<file path="config.mk">
export PLATFORM = sky130hd
export DESIGN_NAME = acc_ctrl
export DESIGN_NICKNAME = d
export VERILOG_FILES = /design/src/acc_pkg.sv /design/src/acc_ctrl.sv
export SDC_FILE = /design/constraint.sdc
export NUM_CORES = 1
export LEC_CHECK = 0
export BUFFER_PORTS_ARGS = -buffer_cell sky130_fd_sc_hd__buf_2
export CORE_MARGIN = 4
export CORE_UTILIZATION = 30
export CTS_CLUSTER_DIAMETER = 120
export DETAILED_ROUTE_END_ITERATION = 12
export GPL_TIMING_DRIVEN = 0
export PLACE_DENSITY_LB_ADDON = 0.2
export SYNTH_ARGS = -nofsm -noshare
export SYNTH_HDL_FRONTEND = slang
export SYNTH_SLANG_ARGS = --single-unit
</file>
<file path="constraint.sdc">
create_clock -name clk_in -period 4.1 [get_ports clk_in]
set_input_delay 0.41 -clock clk_in [delete_from_list [all_inputs] [get_ports clk_in]]
set_output_delay 0.41 -clock clk_in [all_outputs]
set_load 0.005 [all_outputs]
</file>
<file path="src/acc_pkg.sv">
// Package for the converter control block: offsets, fields, codes, timing
//
// Notes on behaviour
// - Channel field routes one of seventeen inputs; code decodes only fifteen, lines 12 and 13 never selected
// - Five-bit channel codes, unlisted codes connect none
// - Software picks positive reference source
// - Reference codes: 00 supply, 10 pin, 11 fixed
// - Clock codes pick divider or internal RC
// - Conversion lasts eleven and half bit periods
// - Done flag set on every conversion end; code sets it on completion only, never on abort
// - Enabled completion interrupt wakes sleeping processor
// - Wake resumes inline unless global enable set; code vectors only when peripheral enable is also set
// - Result justified per format bit
// - Unused six result bits read zero
// - Go bit starts conversion when module enabled
// - Completion clears go, sets flag, loads result
// - Abort loads partial result, fills with last bit
// - Reset clears registers and ends conversion
// - Internal RC start delayed one instruction cycle
// - Sleep completion without interrupt powers module down
// - Sleep without RC clock aborts and powers down
// - Rising trigger edge sets go bit
// - Four-bit trigger codes, higher codes reserved
package acc_pkg;
   // Register byte offsets
   localparam logic [7:0] ACC_OFS_CTRL0 = 8'h00;
   localparam logic [7:0] ACC_OFS_CTRL1 = 8'h04;
   localparam logic [7:0] ACC_OFS_CTRL2 = 8'h08;
   localparam logic [7:0] ACC_OFS_RESH  = 8'h0C;
   localparam logic [7:0] ACC_OFS_RESL  = 8'h10;
   localparam logic [7:0] ACC_OFS_IRQ   = 8'h14;
   localparam logic [7:0] ACC_OFS_STAT  = 8'h18;
   // Field positions
   localparam int ACC_C0_ON   = 0;
   localparam int ACC_C0_GO   = 1;
   localparam int ACC_C0_CHS  = 2;
   localparam int ACC_C1_PREF = 0;
   localparam int ACC_C1_CS   = 4;
   localparam int ACC_C1_FM   = 7;
   localparam int ACC_C2_TRIG = 4;
   localparam int ACC_IRQ_FLG = 0;
   localparam int ACC_IRQ_IE  = 1;
   localparam int ACC_IRQ_PE  = 2;
   localparam int ACC_IRQ_GE  = 3;
   // Reset values
   localparam logic [7:0] ACC_RST_BYTE = 8'h00;
   // Channel codes
   localparam logic [4:0] ACC_CH_FIX1 = 5'h1F;
   localparam logic [4:0] ACC_CH_TEMP = 5'h1D;
   localparam logic [4:0] ACC_CH_FIX2 = 5'h1C;
   localparam logic [4:0] ACC_CH_PINS = 5'h0C;
   // Reference codes
   localparam logic [1:0] ACC_REF_VDD = 2'h0;
   localparam logic [1:0] ACC_REF_PIN = 2'h2;
   localparam logic [1:0] ACC_REF_FIX = 2'h3;
   // Trigger codes
   localparam logic [3:0] ACC_TRG_MAX = 4'h5;
   // Conversion length in half bit periods (11.5 periods)
   localparam logic [4:0] ACC_HALF_STEPS = 5'h17;
   // Internal RC half period and instruction cycle, nanoseconds
   localparam int ACC_RC_HALF_NS = 1000;
   localparam int ACC_INSTR_NS   = 200;
   localparam int ACC_CLK_NS     = 50;
   localparam logic [7:0] ACC_RC_HALF_CYC = 8'(ACC_RC_HALF_NS / ACC_CLK_NS);
   localparam logic [7:0] ACC_INSTR_CYC   = 8'((ACC_INSTR_NS + ACC_CLK_NS - 1) / ACC_CLK_NS);

   typedef enum logic [1:0] {
      ACC_IDLE  = 2'b00,
      ACC_DELAY = 2'b01,
      ACC_CONV  = 2'b11
   } acc_state_t;

   // Analog-side selection bundle
   typedef struct packed {
      logic [16:0] chan_onehot;
      logic [2:0]  ref_onehot;
      logic        powered;
      logic        sample;
   } acc_analog_t;
endpackage

</file>
<file path="src/acc_ctrl.sv">
// Converter control: AHB-Lite registers, clocking, sequencing, results
//
// The AHB-Lite slave port and the register offsets were decided locally.
`timescale 1ns/1ns
`default_nettype none
module acc_ctrl
   import acc_pkg::*;
#(
   parameter int RES_W = 10
) (
   input  wire logic              clk_in,
   input  wire logic              rst_in,
   input  wire logic              hsel_in,
   input  wire logic [31:0]       haddr_in,
   input  wire logic [1:0]        htrans_in,
   input  wire logic              hwrite_in,
   input  wire logic [2:0]        hsize_in,
   input  wire logic [31:0]       hwdata_in,
   input  wire logic              hready_in,
   output logic      [31:0]       hrdata_out,
   output logic                   hreadyout_out,
   output logic                   hresp_out,
   input  wire logic [4:0]        trig_src_in,
   input  wire logic              sleep_in,
   input  wire logic              comp_in,
   output acc_analog_t            analog_out,
   output logic [RES_W-1:0]       trial_out,
   output logic                   wake_out,
   output logic                   vector_out
);

   ////////////////////////////////////////////////////////////////////////
   // Bus address phase capture
   logic        wr_q;
   logic        rd_q;
   logic [7:0]  addr_q;
   wire  logic  take = hsel_in & hready_in & htrans_in[1];

   always_ff @(posedge clk_in) begin
      if (rst_in) begin
         wr_q   <= 1'b0;
         rd_q   <= 1'b0;
         addr_q <= 8'h00;
      end else begin
         wr_q   <= take & hwrite_in;
         rd_q   <= take & ~hwrite_in;
         addr_q <= haddr_in[7:0];
      end
   end

   // Zero wait states, always OKAY
   assign hreadyout_out = 1'b1;
   assign hresp_out     = 1'b0;

   // Write decode
   wire logic [7:0] wb   = hwdata_in[7:0];
   wire logic wr_c0      = wr_q && addr_q == ACC_OFS_CTRL0;
   wire logic wr_c1      = wr_q && addr_q == ACC_OFS_CTRL1;
   wire logic wr_c2      = wr_q && addr_q == ACC_OFS_CTRL2;
   wire logic wr_irq     = wr_q && addr_q == ACC_OFS_IRQ;

   ////////////////////////////////////////////////////////////////////////
   // Control registers
   logic        on_q;
   logic [4:0]  chs_q;
   logic        fm_q;
   logic [2:0]  cs_q;
   logic [1:0]  pref_q;
   logic [3:0]  trg_q;
   logic        ie_q;
   logic        pe_q;
   logic        ge_q;

   always_ff @(posedge clk_in) begin
      if (rst_in) begin
         on_q   <= 1'b0;
         chs_q  <= 5'h00;
         fm_q   <= 1'b0;
         cs_q   <= 3'h0;
         pref_q <= 2'h0;
         trg_q  <= 4'h0;
         ie_q   <= 1'b0;
         pe_q   <= 1'b0;
         ge_q   <= 1'b0;
      end else begin
         if (wr_c0) begin
            on_q  <= wb[ACC_C0_ON];
            chs_q <= wb[ACC_C0_CHS +: 5];
         end
         if (wr_c1) begin
            fm_q   <= wb[ACC_C1_FM];
            cs_q   <= wb[ACC_C1_CS +: 3];
            pref_q <= wb[ACC_C1_PREF +: 2];
         end
         if (wr_c2) begin
            trg_q <= wb[ACC_C2_TRIG +: 4];
         end
         if (wr_irq) begin
            ie_q <= wb[ACC_IRQ_IE];
            pe_q <= wb[ACC_IRQ_PE];
            ge_q <= wb[ACC_IRQ_GE];
         end
      end
   end

   ////////////////////////////////////////////////////////////////////////
   // Input synchronisers for triggers, sleep and comparator
   logic [6:0] meta_q;
   logic [6:0] sync_q;
   logic [4:0] trg_prev_q;

   always_ff @(posedge clk_in) begin
      if (rst_in) begin
         meta_q     <= 7'h00;
         sync_q     <= 7'h00;
         trg_prev_q <= 5'h00;
      end else begin
         meta_q     <= {comp_in, sleep_in, trig_src_in};
         sync_q     <= meta_q;
         trg_prev_q <= sync_q[4:0];
      end
   end

   wire logic [4:0] trg_rise = sync_q[4:0] & ~trg_prev_q;
   wire logic       asleep   = sync_q[5];
   wire logic       comp     = sync_q[6];
   // Reserved codes above five never fire
   wire logic trg_hit = (trg_q != 4'h0) && (trg_q <= ACC_TRG_MAX)
                        && trg_rise[3'(trg_q - 4'h1)];

   ////////////////////////////////////////////////////////////////////////
   // Conversion clock: half-period tick pulses
   wire logic rc_sel = cs_q[1:0] == 2'b11;
   logic [7:0] half_cyc;
   always_comb begin
      case (cs_q)
         3'b000:  half_cyc = 8'h01;
         3'b100:  half_cyc = 8'h02;
         3'b001:  half_cyc = 8'h04;
         3'b101:  half_cyc = 8'h08;
         3'b010:  half_cyc = 8'h10;
         3'b110:  half_cyc = 8'h20;
         default: half_cyc = ACC_RC_HALF_CYC;
      endcase
   end

   logic [7:0] div_q;
   wire  logic tick = div_q >= half_cyc - 8'h01;

   ////////////////////////////////////////////////////////////////////////
   // Sequencer
   acc_state_t st_q;
   logic       go_q;
   logic       flag_q;
   logic       pwr_dn_q;
   logic [4:0] step_q;
   logic [7:0] dly_q;
   logic [RES_W-1:0] sar_q;
   logic [RES_W-1:0] bit_q;
   logic [RES_W-1:0] res_q;

   wire logic conv  = st_q != ACC_IDLE;
   // Software go write, only when already enabled
   wire logic sw_go = wr_c0 && wb[ACC_C0_GO] && on_q;
   wire logic sw_ab = wr_c0 && !wb[ACC_C0_GO] && conv;
   wire logic start = !conv && on_q && !pwr_dn_q && (sw_go || trg_hit);
   // Sleep kills conversions unless running on the RC clock
   wire logic sleep_ab = conv && asleep && !rc_sel;
   wire logic last     = st_q == ACC_CONV && tick && step_q == ACC_HALF_STEPS - 5'h01;
   wire logic resolve  = st_q == ACC_CONV && tick && step_q[0] && step_q <= 5'h13;
   wire logic abort    = sw_ab || sleep_ab || (conv && !on_q);

   // Resolved mask grows from the MSB down; the newly added bit is on trial
   wire logic [RES_W-1:0] mask_nx = (bit_q >> 1) | {1'b1, {(RES_W - 1){1'b0}}};
   wire logic [RES_W-1:0] trial   = mask_nx & ~bit_q;

   // Abort fill: unresolved bits copy the last resolved one
   logic [RES_W-1:0] part;
   always_comb begin
      part = sar_q;
      for (int i = RES_W - 2; i >= 0; i--) begin
         if (!bit_q[i]) begin
            part[i] = part[i + 1];
         end
      end
   end

   always_ff @(posedge clk_in) begin
      if (rst_in || st_q == ACC_IDLE) begin
         div_q <= 8'h00;
      end else if (tick) begin
         div_q <= 8'h00;
      end else begin
         div_q <= div_q + 8'h01;
      end
   end

   always_ff @(posedge clk_in) begin
      if (rst_in) begin
         st_q     <= ACC_IDLE;
         go_q     <= 1'b0;
         step_q   <= 5'h00;
         dly_q    <= 8'h00;
         sar_q    <= '0;
         bit_q    <= '0;
         res_q    <= '0;
         pwr_dn_q <= 1'b0;
      end else begin
         if (!asleep || !on_q) begin
            pwr_dn_q <= 1'b0;
         end
         case (st_q)
            ACC_IDLE: begin
               if (start) begin
                  go_q  <= 1'b1;
                  st_q  <= rc_sel ? ACC_DELAY : ACC_CONV;
                  dly_q <= ACC_INSTR_CYC;
                  step_q <= 5'h00;
                  sar_q <= '0;
                  bit_q <= '0;
               end
            end
            ACC_DELAY: begin
               dly_q <= dly_q - 8'h01;
               if (dly_q == 8'h01) begin
                  st_q <= ACC_CONV;
               end
            end
            default: begin
               if (tick) begin
                  step_q <= step_q + 5'h01;
               end
               if (resolve) begin
                  sar_q <= sar_q | (comp ? trial : '0);
                  bit_q <= mask_nx;
               end
            end
         endcase
         if (conv && (last || abort)) begin
            st_q  <= ACC_IDLE;
            go_q  <= 1'b0;
            res_q <= last ? sar_q : part;
         end
         if (conv && sleep_ab) begin
            pwr_dn_q <= 1'b1;
         end
         if (last && asleep && !ie_q) begin
            pwr_dn_q <= 1'b1;
         end
      end
   end

   ////////////////////////////////////////////////////////////////////////
   // Done flag: hardware set wins over software clear
   wire logic flag_clr = wr_irq && !wb[ACC_IRQ_FLG];
   always_ff @(posedge clk_in) begin
      if (rst_in) begin
         flag_q <= 1'b0;
      end else if (last) begin
         flag_q <= 1'b1;
      end else if (flag_clr) begin
         flag_q <= 1'b0;
      end
   end

   // Wake and vector requests
   logic wake_q;
   logic vec_q;
   always_ff @(posedge clk_in) begin
      if (rst_in) begin
         wake_q <= 1'b0;
         vec_q  <= 1'b0;
      end else begin
         wake_q <= asleep && flag_q && ie_q;
         vec_q  <= flag_q && ie_q && pe_q && ge_q;
      end
   end
   assign wake_out   = wake_q;
   assign vector_out = vec_q;

   ////////////////////////////////////////////////////////////////////////
   // Justified result bytes
   wire logic [7:0] res_hi = fm_q ? {6'h00, res_q[9:8]} : res_q[9:2];
   wire logic [7:0] res_lo = fm_q ? res_q[7:0] : {res_q[1:0], 6'h00};

   // Read mux, selected by the address registered at address phase
   wire logic [7:0] rd_c0  = {1'b0, chs_q, go_q, on_q};
   wire logic [7:0] rd_c1  = {fm_q, cs_q, 2'b00, pref_q};
   wire logic [7:0] rd_c2  = {trg_q, 4'h0};
   wire logic [7:0] rd_irq = {4'h0, ge_q, pe_q, ie_q, flag_q};
   wire logic [7:0] rd_st  = {5'h00, pwr_dn_q, st_q};
   wire logic [7:0] rd_sel =
        (addr_q == ACC_OFS_CTRL0) ? rd_c0 :
        (addr_q == ACC_OFS_CTRL1) ? rd_c1 :
        (addr_q == ACC_OFS_CTRL2) ? rd_c2 :
        (addr_q == ACC_OFS_RESH)  ? res_hi :
        (addr_q == ACC_OFS_RESL)  ? res_lo :
        (addr_q == ACC_OFS_IRQ)   ? rd_irq :
        (addr_q == ACC_OFS_STAT)  ? rd_st : ACC_RST_BYTE;
   assign hrdata_out = rd_q ? {24'h000000, rd_sel} : 32'h00000000;

   ////////////////////////////////////////////////////////////////////////
   // Analog side selection
   logic [16:0] ch_oh;
   always_comb begin
      ch_oh = 17'h00000;
      if (chs_q < ACC_CH_PINS) begin
         ch_oh[chs_q[3:0]] = 1'b1;
      end else if (chs_q == ACC_CH_FIX2) begin
         ch_oh[14] = 1'b1;
      end else if (chs_q == ACC_CH_TEMP) begin
         ch_oh[15] = 1'b1;
      end else if (chs_q == ACC_CH_FIX1) begin
         ch_oh[16] = 1'b1;
      end
   end

   assign analog_out.chan_onehot = ch_oh;
   assign analog_out.ref_onehot  = {pref_q == ACC_REF_FIX, pref_q == ACC_REF_PIN,
                                    pref_q == ACC_REF_VDD};
   assign analog_out.powered     = on_q && !pwr_dn_q;
   assign analog_out.sample      = on_q && !conv;
   assign trial_out              = sar_q | trial;

   ////////////////////////////////////////////////////////////////////////
   // Checks
   a_go_clears_end: assert property (@(posedge clk_in) disable iff (rst_in)
      last |=> !go_q && flag_q) else $error("completion left go set or flag clear");
   a_flag_set_wins: assert property (@(posedge clk_in) disable iff (rst_in)
      last && flag_clr |=> flag_q) else $error("done flag lost");
   a_no_start_off: assert property (@(posedge clk_in) disable iff (rst_in)
      !on_q && st_q == ACC_IDLE |=> st_q == ACC_IDLE) else $error("started while off");
   a_rc_start_delay: assert property (@(posedge clk_in) disable iff (rst_in)
      start && rc_sel |=> st_q == ACC_DELAY) else $error("rc start not delayed");
   a_just_right: assert property (@(posedge clk_in) disable iff (rst_in)
      fm_q |-> res_hi[7:2] == 6'h00) else $error("right justify upper bits");
   a_just_left: assert property (@(posedge clk_in) disable iff (rst_in)
      !fm_q |-> res_lo[5:0] == 6'h00 && res_hi == res_q[9:2]) else $error("left justify");
   a_sleep_abort: assert property (@(posedge clk_in) disable iff (rst_in)
      sleep_ab |=> st_q == ACC_IDLE && pwr_dn_q && on_q) else $error("sleep abort");
   a_sw_go_start: assert property (@(posedge clk_in) disable iff (rst_in)
      start && !rc_sel |=> st_q == ACC_CONV && go_q) else $error("go did not start");
   a_trig_sets_go: assert property (@(posedge clk_in) disable iff (rst_in)
      trg_hit && on_q && !pwr_dn_q && !conv |=> go_q) else $error("trigger ignored");
   a_ref_onehot: assert property (@(posedge clk_in) disable iff (rst_in)
      $onehot0(analog_out.ref_onehot) && (pref_q != 2'h1 || analog_out.ref_onehot == 3'h0))
      else $error("reference decode");
   a_chan_decode: assert property (@(posedge clk_in) disable iff (rst_in)
      chs_q == ACC_CH_TEMP |-> ch_oh == 17'h08000) else $error("channel decode");
   a_sleep_done_off: assert property (@(posedge clk_in) disable iff (rst_in)
      last && asleep && !ie_q |=> pwr_dn_q) else $error("no power down");
   a_wake_irq: assert property (@(posedge clk_in) disable iff (rst_in)
      asleep && flag_q && ie_q |=> wake_out) else $error("no wake");
   a_vec_global: assert property (@(posedge clk_in) disable iff (rst_in)
      !ge_q |=> !vector_out) else $error("vector without global");
   a_reset_clears: assert property (@(posedge clk_in)
      rst_in |=> !on_q && st_q == ACC_IDLE && !go_q) else $error("reset state");
   a_conv_length: assert property (@(posedge clk_in) disable iff (rst_in)
      last |-> step_q == 5'h16 && &bit_q) else $error("conversion length");
   a_clock_code: assert property (@(posedge clk_in) disable iff (rst_in)
      cs_q == 3'b110 |-> half_cyc == 8'h20) else $error("clock decode");
   a_partial_load: assert property (@(posedge clk_in) disable iff (rst_in)
      sw_ab && !last |=> res_q == $past(part)) else $error("partial result");

endmodule
`default_nettype wire

</file>
==> flow_metrics.tcl, run 1 <==
set metrics [dict create \
    status "finished clean" \
    cts.sinks 106 \
    via_per_inst 4.78 \
    grt_usage_pct 13.7 \
    cp_num_cells 9 \
    synth.distinct_cells 70 \
    pwr_density_cell_nw_per_um2 312 \
    hold_class "in2reg" \
    syn_avg_cell_area_um2 8.70 \
    setup_viol_count_final 0 \
    worst_slew_pin_slew_ns 0.671 \
    postCtsHoldBufs 0 \
    rr_worst_depth 9 \
    max_freq_mhz 327 \
    wl_um 13900 \
    cp.required_ns 4.39 \
    worst_ep_arrival_time_ns 3.36 \
    worst_hold_path.endpoint "rd_q$_SDFF_PP0_" \
    ctsResizeCount 0 \
    synth_ff_type "dfxtp_1" \
    post_cts_buffers 0 \
    synth_area_um2 5350 \
    n_antenna_cell 0 \
    syn2layout_area_growth_pct 18.7 \
    worstSetupEndpointType "register" \
    fillers 1801 \
    r2r_end "bit_q[8]$_SDFFE_PP0P_" \
    ys_seq_area_share_pct 39.7 \
    root_buffer "clkbuf_16" \
    fin_util_pct 36.6 \
    drv_cap 0 \
    synth_top_area_share_pct 39.7 \
    max_slew_margin_pct 55.0 \
    hp-start "hwrite_in" \
    start_util_pct 30.8 \
    die_y_um 142 \
    cts_max_level 3 \
    grt_max_degree 18 \
    layout-drive-gt1-share_pct 18.8 \
    path_common_cell "clkbuf_1" \
    slew_violations 0 \
    rsz0062_at_grt "false" \
    yosysWarnings 0 \
    critPathTopFamily "simple AND/OR/NAND/NOR gates" \
    final_nets 820 \
    multiInputGateArea_um2 2890 \
    rr_startpoint "cs_q[0]$_SDFFE_PP0P_" \
    synthTopCellsByArea "dfxtp_1 40%, nor2_1 6.0%, mux2i_1 5.1%, nor2b_1 4.4%, buf_4 3.9%" \
    grt_first_pass_wirelength_um 22300 \
    io_pins 149 \
    core_area_um2 17400 \
    vdd_drop_max_mv 0.185 \
    start_kind "register" \
    io_buffer_count 68 \
    initialDrtViolationCount 266 \
    ff2ff_setup_slack_ns 1.04 \
    seqCellArea_um2 2120 \
    clockBufferDepth 2 \
    die_w_um 142 \
    post-route-drc-count 0 \
    routedWlPerCell_um 14.5 \
    synth-seq-cells 106 \
    cpMaxStageDelayCell "nor3_2" \
    num_rows 48 \
    firstDrtPassIters 4 \
    cp.buffers_inverters 2 \
    cp_slowest_stage_delay_ns 0.62 \
    yosys.area.top_type "dfxtp_1" \
    worstPathCellList "or3_1, ha_1, nor2b_1, o21ai_0, a41oi_1, clkbuf_1, nor3_2, clkbuf_1, a22o_1" \
    die_area_um2 20000 \
    hpwl_um 10600 \
    clk_latency_ns 0.35 \
    antenna_found_initial 0 \
    setup_tns_ns 0 \
    finClkSkew_ns 0.00936 \
    overflow 0 \
    cts_tree "built" \
    ant_nets 0 \
    crit_type "reg2reg" \
    period_needed_ns 3.06 \
    async_flop_share_pct 0 \
    finalCritPeriodShare_pct 74.7 \
    grt_pass1_vias 4297 \
    gp_congestion 0.896 \
    vias 4547 \
    synth_edf_count 0 \
    hold_depth 2 \
    finalHoldViolations 0 \
    cts_inserted_buffers 9 \
    netlist_instances 615 \
    critical_path.max_fanout 10 \
    p_leak_nw 2.73 \
    clk_pin_slew_ns 0.07 \
]
==> worst max-delay path by stage <==
| stage | from | endpoint |
|---|---|---|
| floorplan | cs_q[0]$_SDFFE_PP0P_ | bit_q[0]$_SDFFE_PP0P_ |
| global placement | cs_q[0]$_SDFFE_PP0P_ | bit_q[3]$_SDFFE_PP0P_ |
| detailed placement | cs_q[0]$_SDFFE_PP0P_ | bit_q[3]$_SDFFE_PP0P_ |
| CTS | cs_q[0]$_SDFFE_PP0P_ | bit_q[3]$_SDFFE_PP0P_ |
| global route | cs_q[0]$_SDFFE_PP0P_ | bit_q[5]$_SDFFE_PP0P_ |
| finish | cs_q[0]$_SDFFE_PP0P_ | bit_q[8]$_SDFFE_PP0P_ |
==> registers in the layout (all words and copies together), names as in the netlist, 2 cells and up <==
name,cells
pref_q,2
st_q,2
meta_q,7
res_q,10
div_q,8
addr_q,8
step_q,5
sar_q,10
chs_q,5
cs_q,3
trg_prev_q,5
bit_q,10
dly_q,8
sync_q,7
trg_q,4
==> metrics by stage <==
step | hold slack [ns] | worst slack, ns | total power [mW] | std cells | area (um2)
after floorplan | 0.414 | 1.68 | 1.15 | 644 | 5460
after global placement | 0.422 | 1.07 | 1.19 | 937 | 6080
after detailed placement | 0.427 | 1.03 | 1.19 | 937 | 6080
after CTS | 0.223 | 1.01 | 2.00 | 952 | 6350
after global routing | 0.235 | 0.731 | 2.06 | 952 | 6350
final | 0.237 | 1.04 | 1.98 | 952 | 6350
==> cell usage in the layout, fill, tap and decap left out, types with 8 or more instances in the layout <==
cell type	synthesis	final
dfxtp_1	106	106
nor3_1	13	13
a21oi_1	21	21
o21ai_0	17	17
mux2i_1	27	27
a22o_1	9	9
nand3_1	11	11
nor4_1	8	8
buf_2	4	72
inv_1	24	24
buf_4	28	28
ha_1	16	16
clkbuf_1	24	24
nor2_1	85	85
nand2b_1	13	13
nand2_1	40	40
nor2b_1	38	38
conb_1	2	31
clkbuf_16	0	9
==> per-layer routing <==
metal / GRT usage (%) / wire (um) / part of all wire [%] / vias to the layer above
met5: 0 / 0 / 0 / -
met4: 4.49 / 178 / 1.3 / 0
met3: 2.63 / 829 / 6.0 / 14
met2: 21.2 / 6090 / 44 / 128
met1: 19.1 / 6760 / 49 / 2106
li1: - / - / - / 2299
==> area by class of cell <==
class	instances	share of cell area, %
multi-input combinational	453	45.5
sequential	106	33.4
buffer	60	5.52
timing repair buffer	68	5.36
tap	225	4.44
clock buffer	9	3.55
inverter	25	1.48
clock inverter	6	0.670
==> cell families after synthesis <==
logic type | count (synthesis) | synth area share [%]
flops | 106 | 39.7
compound gates | 105 | 14.6
simple gates | 259 | 25.8
mux | 29 | 5.69
xor+xnor | 13 | 2.13
fa+ha+maj | 16 | 3.74
other cells | 2 | 0.140
buf+inv | 85 | 8.31
==> Yosys cell counts (6+ instances only) <==
cell	n
buf_4	28
a32o_1	7
a22o_1	9
clkbuf_1	24
xor2_1	7
nand3_1	11
nor2b_1	38
inv_1	24
a21o_1	7
o21ai_0	17
a211oi_1	6
nor3_1	13
dfxtp_1	106
xnor2_1	6
a21oi_1	21
ha_1	16
nor4_1	8
mux2i_1	27
nand2b_1	13
nor2_1	85
nand2_1	40
==> report_power, final <==
part	internal [mW]	leakage (nW)	switching (mW)	total, mW
Combinational	0.0520	1.74	0.0667	0.119
Sequential	1.04	0.859	0.00633	1.05
Clock	0.410	0.128	0.401	0.811
(Power assumes the default switching activity.)
==> run 2, diff against run 1 <==
- ABC_AREA: unset -> 1
- clock period: 4.1 -> 2.8 ns (I/O delays scaled with it)
==> flow_metrics.tcl, run 2 <==
set metrics [dict create \
    status "finished clean" \
    p_leak_nw 2.90 \
    rsz0062_at_grt "false" \
    worstPathCellList "nand3_1, nor2_1, nand2_1, inv_1, nand3_1, o311ai_0, o211ai_1, a21oi_1, buf_2" \
    ant_nets 0 \
    cts_max_level 3 \
    vias 4994 \
    firstDrtPassIters 6 \
    multiInputGateArea_um2 2720 \
    start_kind "register" \
    ctsResizeCount 0 \
    final_cell_mix "114 x inv_1, 112 x nand2_1, 106 x dfxtp_1, 98 x nor2_1, 72 x buf_2" \
    synth-seq-cells 106 \
    initialDrtViolationCount 269 \
    synth_top_area_share_pct 38.7 \
    fin_util_pct 36.5 \
    io_pins 149 \
    cts.sinks 106 \
    drv_cap 0 \
    setup_tns_ns 0 \
    postCtsHoldBufs 0 \
    seqCellArea_um2 2120 \
    hp-start "hwrite_in" \
    start_util_pct 30.5 \
    async_flop_share_pct 0 \
    ff2ff_setup_slack_ns 0.30 \
    worst_ep_arrival_time_ns 2.24 \
    max_slew_margin_pct 51.6 \
    die_w_um 143 \
    syn2layout_area_growth_pct 19.7 \
    layout-drive-gt1-share_pct 17.8 \
    crit_type "reg2out" \
    core_area_um2 18000 \
    synth.most_common_cell "inv_1" \
    synth_ff_type "dfxtp_1" \
    cp.buffers_inverters 2 \
    worstSetupEndpointType "output port" \
    grt_usage_pct 14.9 \
    cts_tree "built" \
    yosysWarnings 0 \
    setup_viol_count_final 0 \
    rr_worst_depth 16 \
    synth_area_um2 5480 \
    clk_pin_slew_ns 0.08 \
    ys_seq_area_share_pct 38.7 \
    antenna_found_initial 0 \
    hold_depth 2 \
    yosys.area.top_type "dfxtp_1" \
    grt_max_degree 20 \
    critPathTopFamily "simple AND/OR/NAND/NOR gates" \
    hold_class "in2reg" \
    netlist_instances 764 \
    reg_top3 "bit_q x10, res_q x10, sar_q x10" \
    synth_commonest_cells "114 x inv_1, 112 x nand2_1, 106 x dfxtp_1" \
    wl_um 14900 \
    final_nets 969 \
    finalHoldViolations 0 \
    post_cts_buffers 0 \
    slew_violations 0 \
    root_buffer "clkbuf_16" \
    fillers 1941 \
    grt_first_pass_wirelength_um 24000 \
    clk_latency_ns 0.35 \
    cpMaxStageDelayCell "dfxtp_1" \
    hpwl_um 11500 \
    post-route-drc-count 0 \
    via_per_inst 4.52 \
    clockBufferDepth 2 \
    die_area_um2 20500 \
    finalCritPeriodShare_pct 89.9 \
    cp_slowest_stage_delay_ns 0.38 \
    path_common_cell "nand3_1" \
    period_needed_ns 2.52 \
    overflow 0 \
    worst_hold_path.endpoint "rd_q$_SDFF_PP0_" \
    max_freq_mhz 397 \
    num_rows 49 \
    layout_commonest_cell "inv_1" \
    io_buffer_count 68 \
    synth.distinct_cells 49 \
    cts_inserted_buffers 9 \
    critical_path.max_fanout 6 \
    gp_congestion 0.857 \
    synthTopCellsByArea "dfxtp_1 39%, inv_1 7.8%, nand2_1 7.7%, nor2_1 6.7%, a21oi_1 4.8%" \
    syn_avg_cell_area_um2 7.17 \
    worst_slew_pin_slew_ns 0.726 \
    finClkSkew_ns 0.00864 \
    synth_edf_count 0 \
    n_antenna_cell 0 \
    rr_startpoint "cs_q[1]$_SDFFE_PP0P_" \
    routedWlPerCell_um 13.5 \
    grt_pass1_vias 4660 \
    die_y_um 143 \
    vdd_drop_max_mv 0.272 \
    cp.required_ns 2.52 \
    r2r_end "res_q[4]$_SDFFE_PP0P_" \
    pwr_density_cell_nw_per_um2 476 \
]
-- run 2: changes by cell type after synthesis, moves of 27 or more --
cell     before  now
inv_1        24  114
nand2_1      40  112
nor2b_1      38    0
o21ai_0      17   52
nand3_1      11   45
a21oi_1      21   52
mux2i_1      27    0
-- run 2: where the power goes --
| group | total (mW) | switching, mW | leakage (nW) | internal, mW |
|---|---|---|---|---|
| sequential | 1.53 | 0.00877 | 0.859 | 1.52 |
| combinational | 0.170 | 0.105 | 1.87 | 0.0655 |
| clock | 1.42 | 0.615 | 0.164 | 0.803 |
| total | 3.12 | 0.729 | 2.90 | 2.39 |
-- run 2: worst max-delay path by stage --
| stage | start | to | slack, ns | cells past startpoint |
|---|---|---|---|---|
| detailed placement | cs_q[1]$_SDFFE_PP0P_ | res_q[8]$_SDFFE_PP0P_ | 0.32 | 16 |
| CTS | addr_q[4]$_SDFF_PP0_ | hrdata_out[5] | 0.26 | 9 |
| global route | cs_q[1]$_SDFFE_PP0P_ | res_q[4]$_SDFFE_PP0P_ | 0.001 | 16 |
| finish | addr_q[4]$_SDFF_PP0_ | hrdata_out[5] | 0.28 | 9 |
| floorplan | cs_q[0]$_SDFFE_PP0P_ | sar_q[9]$_SDFFE_PP0P_ | 0.81 | 16 |
| global placement | cs_q[0]$_SDFFE_PP0P_ | res_q[8]$_SDFFE_PP0P_ | 0.32 | 16 |
-- run 2: kinds of logic after synthesis --
kind of cell | Yosys count | synth area share (%)
simple gates | 306 | 25.4
fa+ha+maj | 16 | 3.65
buf+inv | 166 | 13.8
compound gates | 161 | 17.1
flops | 106 | 38.7
xor+xnor | 7 | 1.12
other cells | 2 | 0.137
-- run 2: through the flow --
stage               hold WS (ns)  std cells  area (um2)  total power, mW  setup WS (ns)
detailed placement         0.394       1090        6210             1.74          0.319
finish                    0.0988       1106        6560             3.12          0.282
floorplan                  0.359        793        5590             1.68          0.807
global route              0.0881       1106        6560             3.26        0.00107
CTS                       0.0796       1106        6550             3.17          0.257
global placement           0.393       1090        6210             1.74          0.316
-- run 2: routing by layer --
metal  up-vias  track usage (%)  share of wire (%)
li1       2645                -                  -
met1      2216             20.0                 48
met2       115             24.1                 46
met3        18             3.38                4.9
met4         0             4.25                1.3
met5         -                0                  0
-- run 2: final cells by class --
class / instances / share of cell area, %
Multi-Input combinational cell: 521 / 41.5
Sequential cell: 106 / 32.4
Inverter: 120 / 6.87
Timing Repair Buffer: 68 / 5.19
Buffer: 46 / 4.64
Tap cell: 229 / 4.37
Clock buffer: 9 / 3.44
Clock inverter: 7 / 1.66
==> run 3, diff against run 2 <==
- GPL_TIMING_DRIVEN: 0 -> unset
==> flow_metrics.tcl, run 3 (same netlist as run 2, synthesis figures left out) <==
set metrics [dict create \
    placed_cells 1052 \
    ff2ff_setup_slack_ns 0.39 \
    critical_path.max_fanout 6 \
    cts.sinks 106 \
    worst_slew_pin_slew_ns 0.651 \
    max_freq_mhz 396 \
    grtUsageMet2_pct 23.1 \
    vdd_drop_max_mv 0.269 \
    die_y_um 143 \
    finalCritPeriodShare_pct 90.3 \
    layout_commonest_cell "inv_1" \
    core_area_um2 18000 \
    grt_usage_pct 14.1 \
    clk_latency_ns 0.36 \
    worst_ep_arrival_time_ns 2.25 \
    grt_pass1_vias 4662 \
    layout-drive-gt1-share_pct 15.4 \
    max_slew_margin_pct 56.6 \
    drv_cap 0 \
    cp.required_ns 2.52 \
    overflow 0 \
    finalHoldViolations 0 \
    antenna_found_initial 0 \
    setup_viol_count_final 0 \
    grt_first_pass_wirelength_um 23000 \
    grt_max_degree 56 \
    status "finished clean" \
    cts_tree "built" \
    rsz0062_at_grt "false" \
    reg_top3 "bit_q x10, res_q x10, sar_q x10" \
    crit_type "reg2out" \
    final_cell_mix "114 x inv_1, 112 x nand2_1, 106 x dfxtp_1, 98 x nor2_1, 68 x buf_2" \
    n_antenna_cell 0 \
    post-route-drc-count 0 \
    gr-usage-met1_pct 18.4 \
    finClkSkew_ns 0.0103 \
    use_met3_pct 3.25 \
    routedWlPerCell_um 13.3 \
    hpwl_um 10700 \
    cts_inserted_buffers 9 \
    postCtsHoldBufs 0 \
    fin_cells 1068 \
    p_leak_nw 2.74 \
    final_nets 931 \
    power_mw 3.02 \
    start_util_pct 30.5 \
    clockBufferDepth 2 \
    ant_nets 0 \
    fillers 1995 \
    gp_congestion 0.838 \
    wl_um 14200 \
    pwr_density_cell_nw_per_um2 480 \
    cts_max_level 3 \
    num_rows 49 \
    io_pins 149 \
    via_per_inst 4.60 \
    worstSetupEndpointType "output port" \
    io_buffer_count 68 \
    slew_violations 0 \
    syn2layout_area_growth_pct 14.8 \
    die_w_um 143 \
    clk_pin_slew_ns 0.08 \
    gr-max-usage-layer "met2" \
    start_kind "register" \
    hold_class "in2reg" \
    root_buffer "clkbuf_16" \
    period_needed_ns 2.53 \
    initialDrtViolationCount 190 \
    setup_tns_ns 0 \
    firstDrtPassIters 5 \
    vias 4910 \
    die_area_um2 20500 \
]
run 3: changes by cell type in the layout (fill, tap and decap cells not counted), sizes merged:
cell / delta
buf: -27
clkbuf: -11
clkinvlp: +3
clkinv: -2
bufinv: -1
run 3: area by class of cell:
cell class	instances	area (um2)	area share, %
clock buffers	9	225	3.58
flip-flops and latches	106	2120	33.8
well taps	229	287	4.56
multi-input cells	521	2720	43.2
repair buffers	76	400	6.37
clock inverters	7	86.3	1.37
inverters	120	450	7.17
run 3: report_power, final:
group / internal, mW / switching [mW] / leakage (nW) / total, mW
Sequential: 1.52 / 0.0112 / 0.859 / 1.54
Clock: 0.713 / 0.636 / 0.144 / 1.35
Combinational: 0.0416 / 0.0911 / 1.73 / 0.133
Total: 2.28 / 0.739 / 2.74 / 3.02
run 3: worst paths after layout:
| check | cells after the start | to | startpoint |
|---|---|---|---|
| min | 2 | rd_q$_SDFF_PP0_ | hwrite_in |
| min reg2reg | 2 | sync_q[0]$_SDFF_PP0_ | meta_q[0]$_SDFF_PP0_ |
| max | 9 | hrdata_out[5] | addr_q[4]$_SDFF_PP0_ |
| max reg2reg | 17 | bit_q[4]$_SDFFE_PP0P_ | cs_q[0]$_SDFFE_PP0P_ |
run 3: worst max-delay path: stages (launching register included):
cell,delay (ns)
dfxtp_1,0.38
nand3_1,0.09
nor2_1,0.35
nand2_1,0.15
inv_1,0.19
nand3_1,0.10
o311ai_0,0.13
o211ai_1,0.17
a21oi_1,0.19
buf_2,0.14
run 3: stage by stage:
| stage | util [%] | area (um2) | setup WS (ns) | hold slack, ns |
|---|---|---|---|---|
| floorplan | - | 5590 | 0.807 | 0.359 |
| global route | 35.0 | 6290 | 0.0541 | 0.0887 |
| detailed placement | 33.2 | 5970 | 0.302 | 0.395 |
| CTS | 35.0 | 6280 | 0.242 | 0.0806 |
| global placement | 33.2 | 5970 | 0.303 | 0.397 |
| finish | 35.0 | 6290 | 0.272 | 0.0933 |
run 3: metal layers:
metal	wire length (um)	vias up
met3	534	20
met4	309	0
li1	-	2572
met1	6740	2228
met2	6590	90
met5	0	-
run 3: what timing repair did:
| action | in CTS | in global routing |
|---|---|---|
| setup buffers | 0 | 0 |
| endpoints found under the setup margin | 0 | 10 |
| resized for setup | 0 | 1 |
| endpoints found under the hold margin | 0 | 0 |
